`config.mk`:
```
export PLATFORM = sky130hd
export DESIGN_NAME = iac_addr_ctrl
export DESIGN_NICKNAME = d
export VERILOG_FILES = /design/src/pkg/iac_pkg.sv /design/src/iac_addr_ctrl.sv /design/src/iac_mstr.sv /design/src/iac_slv.sv
export VERILOG_INCLUDE_DIRS = /design/src /design/src/pkg
export SDC_FILE = /design/constraint.sdc
export NUM_CORES = 1
export LEC_CHECK = 0
export ABC_AREA = 1
export BUFFER_PORTS_ARGS = -buffer_cell sky130_fd_sc_hd__buf_2
export CORE_MARGIN = 1
export CORE_UTILIZATION = 50
export DETAILED_ROUTE_END_ITERATION = 16
export GPL_ROUTABILITY_DRIVEN = 1
export HOLD_SLACK_MARGIN = 0.03
export PLACE_DENSITY_LB_ADDON = 0.3
export REMOVE_ABC_BUFFERS = 1
export SYNTH_ARGS = -nofsm -noshare
export SYNTH_HDL_FRONTEND = slang
export SYNTH_HIERARCHICAL = 1
export SYNTH_SLANG_ARGS = --single-unit
```
`constraint.sdc`:
```
create_clock -name clk -period 4.8 [get_ports clk]
set_input_delay 0.96 -clock clk [delete_from_list [all_inputs] [get_ports clk]]
set_output_delay 0.96 -clock clk [all_outputs]
set_load 0.03 [all_outputs]
```
`src/pkg/iac_params.svh`:
```
// Offsets, field positions, reset values and timing counts of the address block
`ifndef IAC_PARAMS_SVH
`define IAC_PARAMS_SVH
// Register byte offsets
`define IAC_OFF_CTRL      12'h000
`define IAC_OFF_DEST      12'h004
`define IAC_OFF_OWN       12'h008
`define IAC_OFF_CMD       12'h010
`define IAC_OFF_MASK      12'h030
`define IAC_OFF_STAT      12'h034
`define IAC_OFF_STATE     12'h070
// Control register fields
`define IAC_CTL_ON        0
`define IAC_CTL_SWIDE     3
`define IAC_CTL_MWIDE     4
`define IAC_CTL_RSA       5
// Destination register fields
`define IAC_DST_MWIDE     12
`define IAC_DST_ALT       11
`define IAC_DST_BOS       10
// Command register field
`define IAC_CMD_RD        8
// Status and mask fields
`define IAC_IRQ_MATCH     2
`define IAC_IRQ_RDREQ     5
`define IAC_IRQ_ABORT     6
`define IAC_IRQ_DONE      9
// Reset values
`define IAC_RST_ADDR      10'h055
`define IAC_RST_RSA       1'b1
// Bus byte values
`define IAC_BCAST_BYTE    8'h00
`define IAC_SBYTE_BYTE    8'h01
`define IAC_HDR10_TAG     5'h1e
// Timing
`define IAC_CLK_NS        8
`define IAC_SCL_HALF_NS   32
`define IAC_SCL_HALF_CYC  ((`IAC_SCL_HALF_NS + `IAC_CLK_NS - 1) / `IAC_CLK_NS)
`endif

```
`src/pkg/iac_pkg.sv`:
```
// Types shared by the address control block
package iac_pkg;
  // APB request from the master
  typedef struct packed {
    logic        psel;
    logic        penable;
    logic        pwrite;
    logic [11:0] paddr;
    logic [31:0] pwdata;
  } iac_apb_req_t;
  // APB answer to the master
  typedef struct packed {
    logic [31:0] prdata;
    logic        pready;
    logic        pslverr;
  } iac_apb_rsp_t;
  // Bytes of one master frame, byte 0 first
  typedef struct packed {
    logic [1:0]  nbytes;
    logic [23:0] bytes;
  } iac_frame_t;
  // Master sequencer states
  typedef enum logic [2:0] {MS_IDLE, MS_STRT, MS_LOW, MS_HIGH, MS_STOP} iac_mst_state_t;
endpackage

```
`src/iac_addr_ctrl.sv`:
```
// Address control of the I2C block: APB registers, command decode, pins
//
// Notes on behaviour
// - Master wide bit selects 10- or 7-bit
// - Wide bit exists only with runtime update
// - Alt command bit enables bit-ten command
// - Bit ten chooses START byte or broadcast
// - Read after broadcast raises transmit abort
// - Broadcast mode holds until alt bit cleared or bit ten set
// - Target field addresses every 7- and 10-bit master transfer
// - Broadcast ignores the target field
// - Slave never answers its own master; simplex loopback
// - Slave matches own bits 6:0 in 7-bit
// - Own address writable only while disabled
// - Own change re-raises read request on enable
// - No repeat start: START byte, wide read abort
// - Slave wide select picks address format
`timescale 1ns/1ns
`include "iac_params.svh"
module iac_addr_ctrl #(
  parameter bit DYN_TAR = 1'b1,              // Runtime destination update option
  parameter int HALF    = `IAC_SCL_HALF_CYC  // SCL half period in clocks
) (
  // System
  input  wire logic                  clk,
  input  wire logic                  reset,
  // APB slave
  input  wire iac_pkg::iac_apb_req_t apb_req,
  output      iac_pkg::iac_apb_rsp_t apb_rsp,
  // Interrupt
  output      logic                  irq,
  // I2C pins, open drain
  input  wire logic                  scl_i,
  output      logic                  scl_o,
  output      logic                  scl_oe_n,
  input  wire logic                  sda_i,
  output      logic                  sda_o,
  output      logic                  sda_oe_n
);
  import iac_pkg::*;
  // Below three clocks the registered SDA would move with the SCL rise
  initial if (HALF < 3 || HALF > 20000) $error("iac_addr_ctrl: HALF out of range");

  // Control register
  logic       on;         // Interface enable
  logic       swide;      // Slave wide address select
  logic       mwide_ctl;  // Master wide bit, used without runtime update
  logic       rsa;        // Repeat start allowed
  // Destination register
  logic [9:0] dest;       // Target address field
  logic       bos;        // Broadcast or START byte
  logic       alt_cmd;    // Alternate command select
  logic       mwide_dst;  // Master wide select in destination
  // Own address and interrupt state
  logic [9:0] own;        // Own address field
  logic [9:0] stat;       // Unmasked status, sticky
  logic [9:0] mask;       // Interrupt mask
  logic       on_q;       // Enable, one clock late
  logic       rd_pend;    // Own changed while read request set
  logic [31:0] prdata;    // Registered read data
  logic        m_sda_oe_n, s_sda_oe_n, m_busy, m_done, s_match, s_rd;

  // Address compare used by every decoder
  function automatic logic is_reg(input logic [11:0] adr, input logic [11:0] off);
    return adr == off;
  endfunction
  // First byte of a 10-bit address
  function automatic logic [7:0] hdr10(input logic [1:0] hi, input logic rd);
    return {`IAC_HDR10_TAG, hi, rd};
  endfunction

  // APB decode
  wire [11:0] adr  = apb_req.paddr;
  wire [31:0] wd   = apb_req.pwdata;
  wire        acc  = apb_req.psel & apb_req.penable;
  wire        wr   = acc & apb_req.pwrite;
  wire        h_ctl = is_reg(adr, `IAC_OFF_CTRL);
  wire        h_dst = is_reg(adr, `IAC_OFF_DEST);
  wire        h_own = is_reg(adr, `IAC_OFF_OWN);
  wire        h_cmd = is_reg(adr, `IAC_OFF_CMD);
  wire        h_msk = is_reg(adr, `IAC_OFF_MASK);
  wire        h_sta = is_reg(adr, `IAC_OFF_STAT);
  wire        h_stt = is_reg(adr, `IAC_OFF_STATE);
  wire        hit  = h_ctl | h_dst | h_own | h_cmd | h_msk | h_sta | h_stt;
  wire        own_we = wr & h_own & ~on;
  assign apb_rsp.pready  = 1'b1;
  assign apb_rsp.pslverr = acc & ~hit;
  assign apb_rsp.prdata  = prdata;

  // Master addressing mode and command decode
  wire mwide  = DYN_TAR ? mwide_dst : mwide_ctl;
  wire bcast  = alt_cmd & ~bos;
  wire sbyte  = alt_cmd & bos;
  wire cmd_rd = wd[`IAC_CMD_RD];
  wire cmd_ok = wr & h_cmd & on & ~m_busy;
  wire ab_gc  = bcast & cmd_rd;
  wire ab_rs  = ~rsa & (sbyte | (~alt_cmd & mwide & cmd_rd));
  wire abort  = cmd_ok & (ab_gc | ab_rs);
  wire go     = cmd_ok & ~abort;
  iac_frame_t frame;
  // One byte for broadcast, START byte and 7-bit; two or three for 10-bit
  assign frame.nbytes = (alt_cmd | ~mwide) ? 2'd1 : (cmd_rd ? 2'd3 : 2'd2);
  assign frame.bytes  =
      bcast  ? {16'h0000, `IAC_BCAST_BYTE} :
      sbyte  ? {16'h0000, `IAC_SBYTE_BYTE} :
      ~mwide ? {16'h0000, dest[6:0], cmd_rd} :
               {hdr10(dest[9:8], 1'b1), dest[7:0], hdr10(dest[9:8], 1'b0)};

  // Events into the sticky status
  wire reload = on & ~on_q & rd_pend;
  wire [9:0] ev = (10'(abort) << `IAC_IRQ_ABORT)
                | (10'((s_match & s_rd) | reload) << `IAC_IRQ_RDREQ)
                | (10'(s_match & ~s_rd) << `IAC_IRQ_MATCH)
                | (10'(m_done) << `IAC_IRQ_DONE);
  wire [9:0] clr = (wr & h_sta) ? wd[9:0] : 10'h000;
  assign irq = |(stat & mask);

  // Read data words
  wire [31:0] w_ctl = (32'(on) << `IAC_CTL_ON) | (32'(swide) << `IAC_CTL_SWIDE)
                    | (32'(mwide_ctl) << `IAC_CTL_MWIDE) | (32'(rsa) << `IAC_CTL_RSA);
  wire [31:0] w_dst = (32'(mwide_dst) << `IAC_DST_MWIDE) | (32'(alt_cmd) << `IAC_DST_ALT)
                    | (32'(bos) << `IAC_DST_BOS) | {22'h00_0000, dest};
  wire [31:0] w_rd  = h_ctl ? w_ctl :
                      h_dst ? w_dst :
                      h_own ? {22'h00_0000, own} :
                      h_msk ? {22'h00_0000, mask} :
                      h_sta ? {22'h00_0000, stat} :
                      h_stt ? {30'h0000_0000, bcast, m_busy} : 32'h0000_0000;

  // Control register
  always_ff @(posedge clk or posedge reset) begin
    if (reset) begin
      on <= 1'b0; swide <= 1'b0; mwide_ctl <= 1'b0; rsa <= `IAC_RST_RSA;
    end else if (wr && h_ctl) begin
      on <= wd[`IAC_CTL_ON]; swide <= wd[`IAC_CTL_SWIDE];
      mwide_ctl <= wd[`IAC_CTL_MWIDE]; rsa <= wd[`IAC_CTL_RSA];
    end
  end

  // Destination register; the wide bit is absent without runtime update
  always_ff @(posedge clk or posedge reset) begin
    if (reset) begin
      dest <= `IAC_RST_ADDR; bos <= 1'b0; alt_cmd <= 1'b0; mwide_dst <= 1'b0;
    end else if (wr && h_dst) begin
      dest <= wd[9:0]; bos <= wd[`IAC_DST_BOS]; alt_cmd <= wd[`IAC_DST_ALT];
      mwide_dst <= DYN_TAR & wd[`IAC_DST_MWIDE];
    end
  end

  // Own address, held while the interface is enabled
  always_ff @(posedge clk or posedge reset) begin
    if (reset) begin
      own <= `IAC_RST_ADDR;
    end else if (own_we) begin
      own <= wd[9:0];
    end
  end

  // Status, mask and the read-request reload
  always_ff @(posedge clk or posedge reset) begin
    if (reset) begin
      stat <= '0; mask <= '0; on_q <= 1'b0; rd_pend <= 1'b0;
    end else begin
      stat <= (stat & ~clr) | ev;
      on_q <= on;
      if (wr && h_msk) mask <= wd[9:0];
      if (reload) rd_pend <= 1'b0;
      else if (own_we && wd[9:0] != own && stat[`IAC_IRQ_RDREQ]) rd_pend <= 1'b1;
    end
  end

  // Read data and pin enables from flip-flops
  always_ff @(posedge clk or posedge reset) begin
    if (reset) begin
      prdata <= '0; sda_oe_n <= 1'b1;
    end else begin
      if (apb_req.psel && !apb_req.penable) prdata <= w_rd;
      sda_oe_n <= m_sda_oe_n & s_sda_oe_n;
    end
  end
  assign scl_o = 1'b0;
  assign sda_o = 1'b0;

  // Master sequencer
  iac_mstr #(.HALF(HALF)) u_mstr (
    .clk      (clk),
    .reset    (reset),
    .go       (go),
    .frame    (frame),
    .busy     (m_busy),
    .done     (m_done),
    .scl_oe_n (scl_oe_n),
    .sda_oe_n (m_sda_oe_n)
  );

  // Slave matcher, blind while the master drives so it never answers itself
  wire s_en = on & ~m_busy;
  iac_slv u_slv (
    .clk      (clk),
    .reset    (reset),
    .scl_i    (scl_i),
    .sda_i    (sda_i),
    .own      (own),
    .swide    (swide),
    .enable   (s_en),
    .match    (s_match),
    .match_rd (s_rd),
    .sda_oe_n (s_sda_oe_n)
  );

  wire cmd_wr_on = wr & h_cmd & on & ~m_busy;
endmodule

```
`src/iac_mstr.sv`:
```
// Master sequencer: START, address bytes with released ACK slot, STOP
`timescale 1ns/1ns
module iac_mstr #(
  parameter int HALF = 4  // SCL half period in clocks
) (
  // System
  input  wire logic               clk,
  input  wire logic               reset,
  // Request
  input  wire logic               go,
  input  wire iac_pkg::iac_frame_t frame,
  output      logic               busy,
  output      logic               done,
  // Pins, open drain
  output      logic               scl_oe_n,
  output      logic               sda_oe_n
);
  import iac_pkg::*;
  // SDA moves a clock into the low phase and the pin register adds one more,
  // so a half period of two would let SDA change on the SCL rise
  initial if (HALF < 3 || HALF > 20000) $error("iac_mstr: HALF out of range");
  iac_mst_state_t   st;      // Sequencer state
  iac_frame_t       fr;      // Captured frame
  logic [15:0]      cnt;     // Phase timer
  logic [3:0]       bitn;    // Bit in byte, 8 is the ACK slot
  logic [1:0]       byten;   // Byte in frame
  wire  [15:0]      half = 16'(HALF);
  wire              t_end = cnt == half - 16'h0001;
  wire  [7:0]       cur = fr.bytes[8*byten +: 8];
  assign busy = st != MS_IDLE;
  // Sequencer; the bus is not read back, so no arbitration is done
  always_ff @(posedge clk or posedge reset) begin
    if (reset) begin
      st <= MS_IDLE; fr <= '0; cnt <= '0; bitn <= '0; byten <= '0;
      done <= 1'b0; scl_oe_n <= 1'b1; sda_oe_n <= 1'b1;
    end else begin
      done <= 1'b0;
      cnt  <= cnt + 16'h0001;
      case (st)
        MS_IDLE: begin
          cnt <= '0;
          if (go) begin
            // START: SDA falls while SCL is high
            fr <= frame; sda_oe_n <= 1'b0; st <= MS_STRT;
          end
        end
        MS_STRT: if (t_end) begin
          scl_oe_n <= 1'b0; bitn <= '0; byten <= '0; cnt <= '0; st <= MS_LOW;
        end
        MS_LOW: begin
          // Data changes only while SCL is low; ACK slot is released
          if (cnt == 16'h0000) sda_oe_n <= (bitn == 4'd8) ? 1'b1 : cur[3'(7 - bitn)];
          if (t_end) begin
            scl_oe_n <= 1'b1; cnt <= '0; st <= MS_HIGH;
          end
        end
        MS_HIGH: if (t_end) begin
          scl_oe_n <= 1'b0; cnt <= '0;
          if (bitn != 4'd8) begin
            bitn <= bitn + 4'd1; st <= MS_LOW;
          end else if (byten == fr.nbytes - 2'd1) begin
            st <= MS_STOP;
          end else begin
            bitn <= '0; byten <= byten + 2'd1; st <= MS_LOW;
          end
        end
        MS_STOP: begin
          // Low SDA, release SCL, then release SDA
          if (cnt == 16'h0000) sda_oe_n <= 1'b0;
          if (cnt == half) scl_oe_n <= 1'b1;
          if (cnt == 16'(2 * HALF)) begin
            sda_oe_n <= 1'b1; done <= 1'b1; st <= MS_IDLE;
          end
        end
        default: st <= MS_IDLE;
      endcase
    end
  end
endmodule

```
`src/iac_slv.sv`:
```
// Slave address matcher on sampled SCL and SDA, with address ACK
`timescale 1ns/1ns
`include "iac_params.svh"
module iac_slv (
  // System
  input  wire logic       clk,
  input  wire logic       reset,
  // Pins and settings
  input  wire logic       scl_i,
  input  wire logic       sda_i,
  input  wire logic [9:0] own,
  input  wire logic       swide,
  input  wire logic       enable,
  // Result
  output      logic       match,
  output      logic       match_rd,
  output      logic       sda_oe_n
);
  logic [1:0] scl_sy, sda_sy;  // Two-stage synchronisers
  logic       scl_q, sda_q;    // Previous synchronised values
  logic [6:0] shf;             // Shift register
  logic [3:0] bitn;            // Bits taken in this byte
  logic       active;          // Frame is still addressing
  logic       second;          // Next byte is the low 10-bit address
  logic       ten_ok;          // Addressed by full 10-bit write
  logic       ack_pend;        // Drive ACK at next SCL fall
  wire scl_s = scl_sy[1];
  wire sda_s = sda_sy[1];
  wire rise  = scl_s & ~scl_q;
  wire fall  = ~scl_s & scl_q;
  wire start = scl_s & scl_q & sda_q & ~sda_s;
  wire stop  = scl_s & scl_q & ~sda_q & sda_s;
  wire [7:0] b = {shf, sda_s};
  wire last = rise & active & (bitn == 4'd7);
  // Byte checks: 7-bit on low seven bits, 10-bit header and low byte
  wire hit7  = ~swide & (b[7:1] == own[6:0]);
  wire hdr   = swide & (b[7:3] == `IAC_HDR10_TAG) & (b[2:1] == own[9:8]);
  wire hit_w = hdr & ~b[0];
  wire hit_r = hdr & b[0] & ten_ok;
  wire hit_l = b == own[7:0];
  // Synchronisers
  always_ff @(posedge clk or posedge reset) begin
    if (reset) begin
      scl_sy <= 2'b11; sda_sy <= 2'b11; scl_q <= 1'b1; sda_q <= 1'b1;
    end else begin
      scl_sy <= {scl_sy[0], scl_i}; sda_sy <= {sda_sy[0], sda_i};
      scl_q <= scl_s; sda_q <= sda_s;
    end
  end
  // Address phase tracking
  always_ff @(posedge clk or posedge reset) begin
    if (reset) begin
      shf <= '0; bitn <= '0; active <= 1'b0; second <= 1'b0; ten_ok <= 1'b0;
      ack_pend <= 1'b0; match <= 1'b0; match_rd <= 1'b0; sda_oe_n <= 1'b1;
    end else begin
      match <= 1'b0;
      if (!enable || stop) begin
        active <= 1'b0; second <= 1'b0; ten_ok <= 1'b0; ack_pend <= 1'b0; sda_oe_n <= 1'b1;
      end else if (start) begin
        active <= 1'b1; bitn <= '0; second <= 1'b0;
      end else begin
        if (rise && active) begin
          shf <= b[6:0];
          bitn <= (bitn == 4'd8) ? 4'd0 : bitn + 4'd1;
        end
        if (last) begin
          // Only a byte that matches is acknowledged
          if (second) begin
            ack_pend <= hit_l; match <= hit_l; ten_ok <= hit_l;
            match_rd <= 1'b0; active <= 1'b0;
          end else begin
            ack_pend <= hit7 | hit_w | hit_r;
            match    <= hit7 | hit_r;
            match_rd <= b[0];
            second   <= hit_w;
            active   <= hit_w;
          end
        end
        if (fall) begin
          sda_oe_n <= ~ack_pend; ack_pend <= 1'b0;
        end
      end
    end
  end
endmodule

```
==> impl_metrics.csv <==
group,metric,value,unit
clocking,clk_latency,0.42,ns
run_status,status,"completed",
synth,synth_flop_cell,"dfrtp_1",
worst_setup_path,r2r-start,"alt_cmd",
detailed_routing,routed_wl,17700,um
timing,fin_crit_sh,66.2,%
worst_setup_path,cp_num_buf_inv,4,
clocking,htreeDepth,4,
timing,max_freq,315,MHz
hold_path,whs_path_depth,0,
hold_path,min_path_type,"flop to flop",
pwr,peakVddDrop,258,uV
placed_design,dp_cells,1242,
global_route,grt_pass1_wl,29900,um
hold_path,hold_path_end,"u_slv/sda_sy[1]",
floorplanning,die_w,128,um
global_route,grt_use_total,23.7,%
timing,tns,0,ns
worst_setup_path,end_kind,"output port",
detailed_routing,final_antenna_net_count,0,
job,maxCapViolCount,0,
worst_setup_path,cp.arrival,2.22,ns
detailed_routing,highest_layer,"met5",
worst_setup_path,worstPathCellList,"buf_2 > nor2_4 > nand2_1 > inv_2 > nand2_4 > nor2_8 > inv_2 > nand4_1 > nor3_1 > buf_2",
timing,finalSetupViolCount,0,
timing,grt_setup_unrepaired,"false",
synth,synth.distinct_cells,49,
clocking,clk_pin_slew,0.06,ns
finish,seq_area,3550,um2
detailed_routing,vias,6489,
floorplanning,start_util,51.6,%
pwr,p_total,0.00280,W
worst_setup_path,path_delay_family,"simple AND/OR/NAND/NOR gates",
worst_setup_path,worstSetupPathType,"input port to output port",
finish,drive_above_1_share,19.3,%
global_route,antenna_found_initial,1,
worst_setup_path,cp.required,3.84,ns
detailed_routing,route.detailed.drc,0,
clocking,cts.sinks,141,
finish,layout.cells.non_filler,1274,
clocking,cts_buffers,17,
floorplanning,chipHeight,128,um
detailed_routing,initialDrtViolationCount,521,
synth,ys_seq_area_share,45.0,%
timing,drv_slew,0,
global_route,grt_max_degree,60,
synth,avgSynthCellArea,7.93,um2
synth,yosysTopAreaCellShare,38.6,%
clocking,cts_setup_buffers,0,
worst_setup_path,cpPeakStageDelay,0.22,ns
synth,ys_warn_count,6,
worst_setup_path,cpMaxStageDelayCell,"nor2_8",
finish,multi_input_area,3590,um2
timing,hold_violations,0,
finish,finalInstanceArea,8890,um2
synth,yosysTopAreaCell,"dfrtp_1",
clocking,cts_root_buf,"clkbuf_16",
timing,holdWs,0.355,ns
clocking,clock_path_buffers,2,
worst_setup_path,cp-start-kind,"input port",
finish,syn_to_final_growth,12.5,%
floorplanning,num_rows,45,
floorplanning,pin_count,90,
detailed_routing,routedWlPerCell,13.9,um
detailed_routing,drt-met1-wl,8220,um
detailed_routing,routed-wl-met2,8070,um
placed_design,portBuffers,48,
synth,synth-async-reset-ratio,100,%
placed_design,place_congestion,0.918,
synth,synthCells,996,
floorplanning,die_area,16300,um2
timing,fin_worst_skew,0.00960,ns
synth,synth.ff_latch_count,141,
pwr,powerDensity,315,nW/um2
worst_setup_path,ff2ff_path_depth,8,
placed_design,post-dp-hpwl,12700,um
detailed_routing,drtPass1Iterations,6,
synth,synthTopCellsByArea,"dfrtp_1 39%, nand2_1 12%, dfstp_2 6.3%",
worst_setup_path,crit_path_max_fanout,14,
floorplanning,coreArea,15300,um2
finish,insertedDiodeCount,0,
synth,synth_edf_count,0,
detailed_routing,viasPerCell,5.09,
clocking,cts_tree,"built",
finish,nFillCells,1417,
hold_path,min-delay-start,"u_slv/sda_sy[0]",
timing,period_needed,3.18,ns
clocking,cts_resized,0,
synth,netlist_area,7900,um2
timing,worstMarginPinSlew,0.910,ns
worst_setup_path,r2r_end,"u_mstr/fr[7]",
clocking,ctsHoldBuffers,0,
worst_setup_path,rrSetupSlack,1.98,ns
global_route,grt-ovfl-total,0,
worst_setup_path,startpoint,"apb_req[33]",
timing,max-slew-margin-rel,39.2,%
finish,fin_nets,1107,
placed_design,place_area,8220,um2
pwr,leakagePower,4.59,nW
global_route,grt_pass1_vias,6218,
detailed_routing,wl_met3,1090,um
## layer usage
| layer | global-route usage (%) | vias to the layer above |
|---|---|---|
| li1 | - | 3249 |
| met4 | 8.93 | 2 |
| met3 | 6.09 | 31 |
| met5 | 0 | - |
| met1 | 31.1 | 3033 |
| met2 | 37.7 | 174 |
## registers in the layout, summed over array words and instances (netlist names), 2 cells and up
name,count
dest,10
mask,10
own,10
prdata,13
stat,10
u_mstr/bitn,4
u_mstr/byten,2
u_mstr/cnt,16
u_mstr/fr,26
u_mstr/st,3
u_slv/bitn,4
u_slv/scl_sy,2
u_slv/sda_sy,2
u_slv/shf,7
## area by class of cell
type                            instances  share of cell area (%)
Clock buffer                           20                    5.03
Inverter                              150                    6.34
Clock inverter                         12                    2.44
Tap cell                              211                    2.97
Multi-Input combinational cell        690                    40.4
Timing Repair Buffer                   50                    2.87
Sequential cell                       141                    40.0
## cells in the mapped netlist (all sizes together) (5+ instances only)
cell,n
nand2,262
inv,149
dfrtp,122
nor2,110
o21ai,100
nand3,54
a21oi,37
buf,34
nand4,26
dfstp,19
mux2,18
nor3,12
or2,9
xnor2,9
ha,6
o22ai,6
xor2,5
## power breakdown
part           total [W]  leakage [nW]  internal, W  switching (W)
clock            0.00148         0.324     0.000985       0.000493
sequential       0.00120          1.81      0.00120     0.00000321
combinational   0.000119          2.45    0.0000244      0.0000950
total            0.00280          4.59      0.00221       0.000591
## how the worst max path moves through the flow
stage	to	depth (start not counted)
after floorplan	apb_rsp[0]	9
after CTS	apb_rsp[0]	10
final	apb_rsp[0]	10
after global routing	apb_rsp[0]	11
after detailed placement	apb_rsp[0]	10
after global placement	apb_rsp[0]	10
## cell usage in the layout (no fill, tap or decap), types with 3 or more instances in the layout
cell type  instances
nand2_4            5
o21ai_2           16
mux2_2            17
nand3_2            3
inv_2             18
buf_2             48
nor2_1            93
dfstp_2           19
conb_1            23
ha_1               6
a21oi_1           34
nand2_1          245
dfrtp_1          122
xor2_1             5
nor2_4             8
xnor2_1            9
clkbuf_16         17
nand3_1           49
or2_2              7
nand4_1           23
bufinv_16          6
o22ai_1            6
nand2_2           12
nor3_1            10
o21ai_0           55
nor2_2             7
inv_1            131
o21ai_1           29
clkinv_2           4
## cells by family after synthesis
family | count (synthesis) | share of synthesized area [%]
muxes | 18 | 2.61
and+or+nand+nor | 475 | 28.0
buffers and inverters | 186 | 10.6
other | 2 | 0.0950
xor gates and xnor gates | 14 | 1.55
AOI/OAI and AO/OA | 154 | 11.2
DFF | 141 | 45.0
adders and majority gates | 6 | 0.950
## through the flow
step	setup slack, ns	util, %
finish	1.62	58.0
floorplan	1.65	-
global route	1.48	58.0
global placement	1.63	53.7
detailed placement	1.66	53.7
CTS	1.64	58.0
Note: power is estimated with default switching activity, not from simulation.
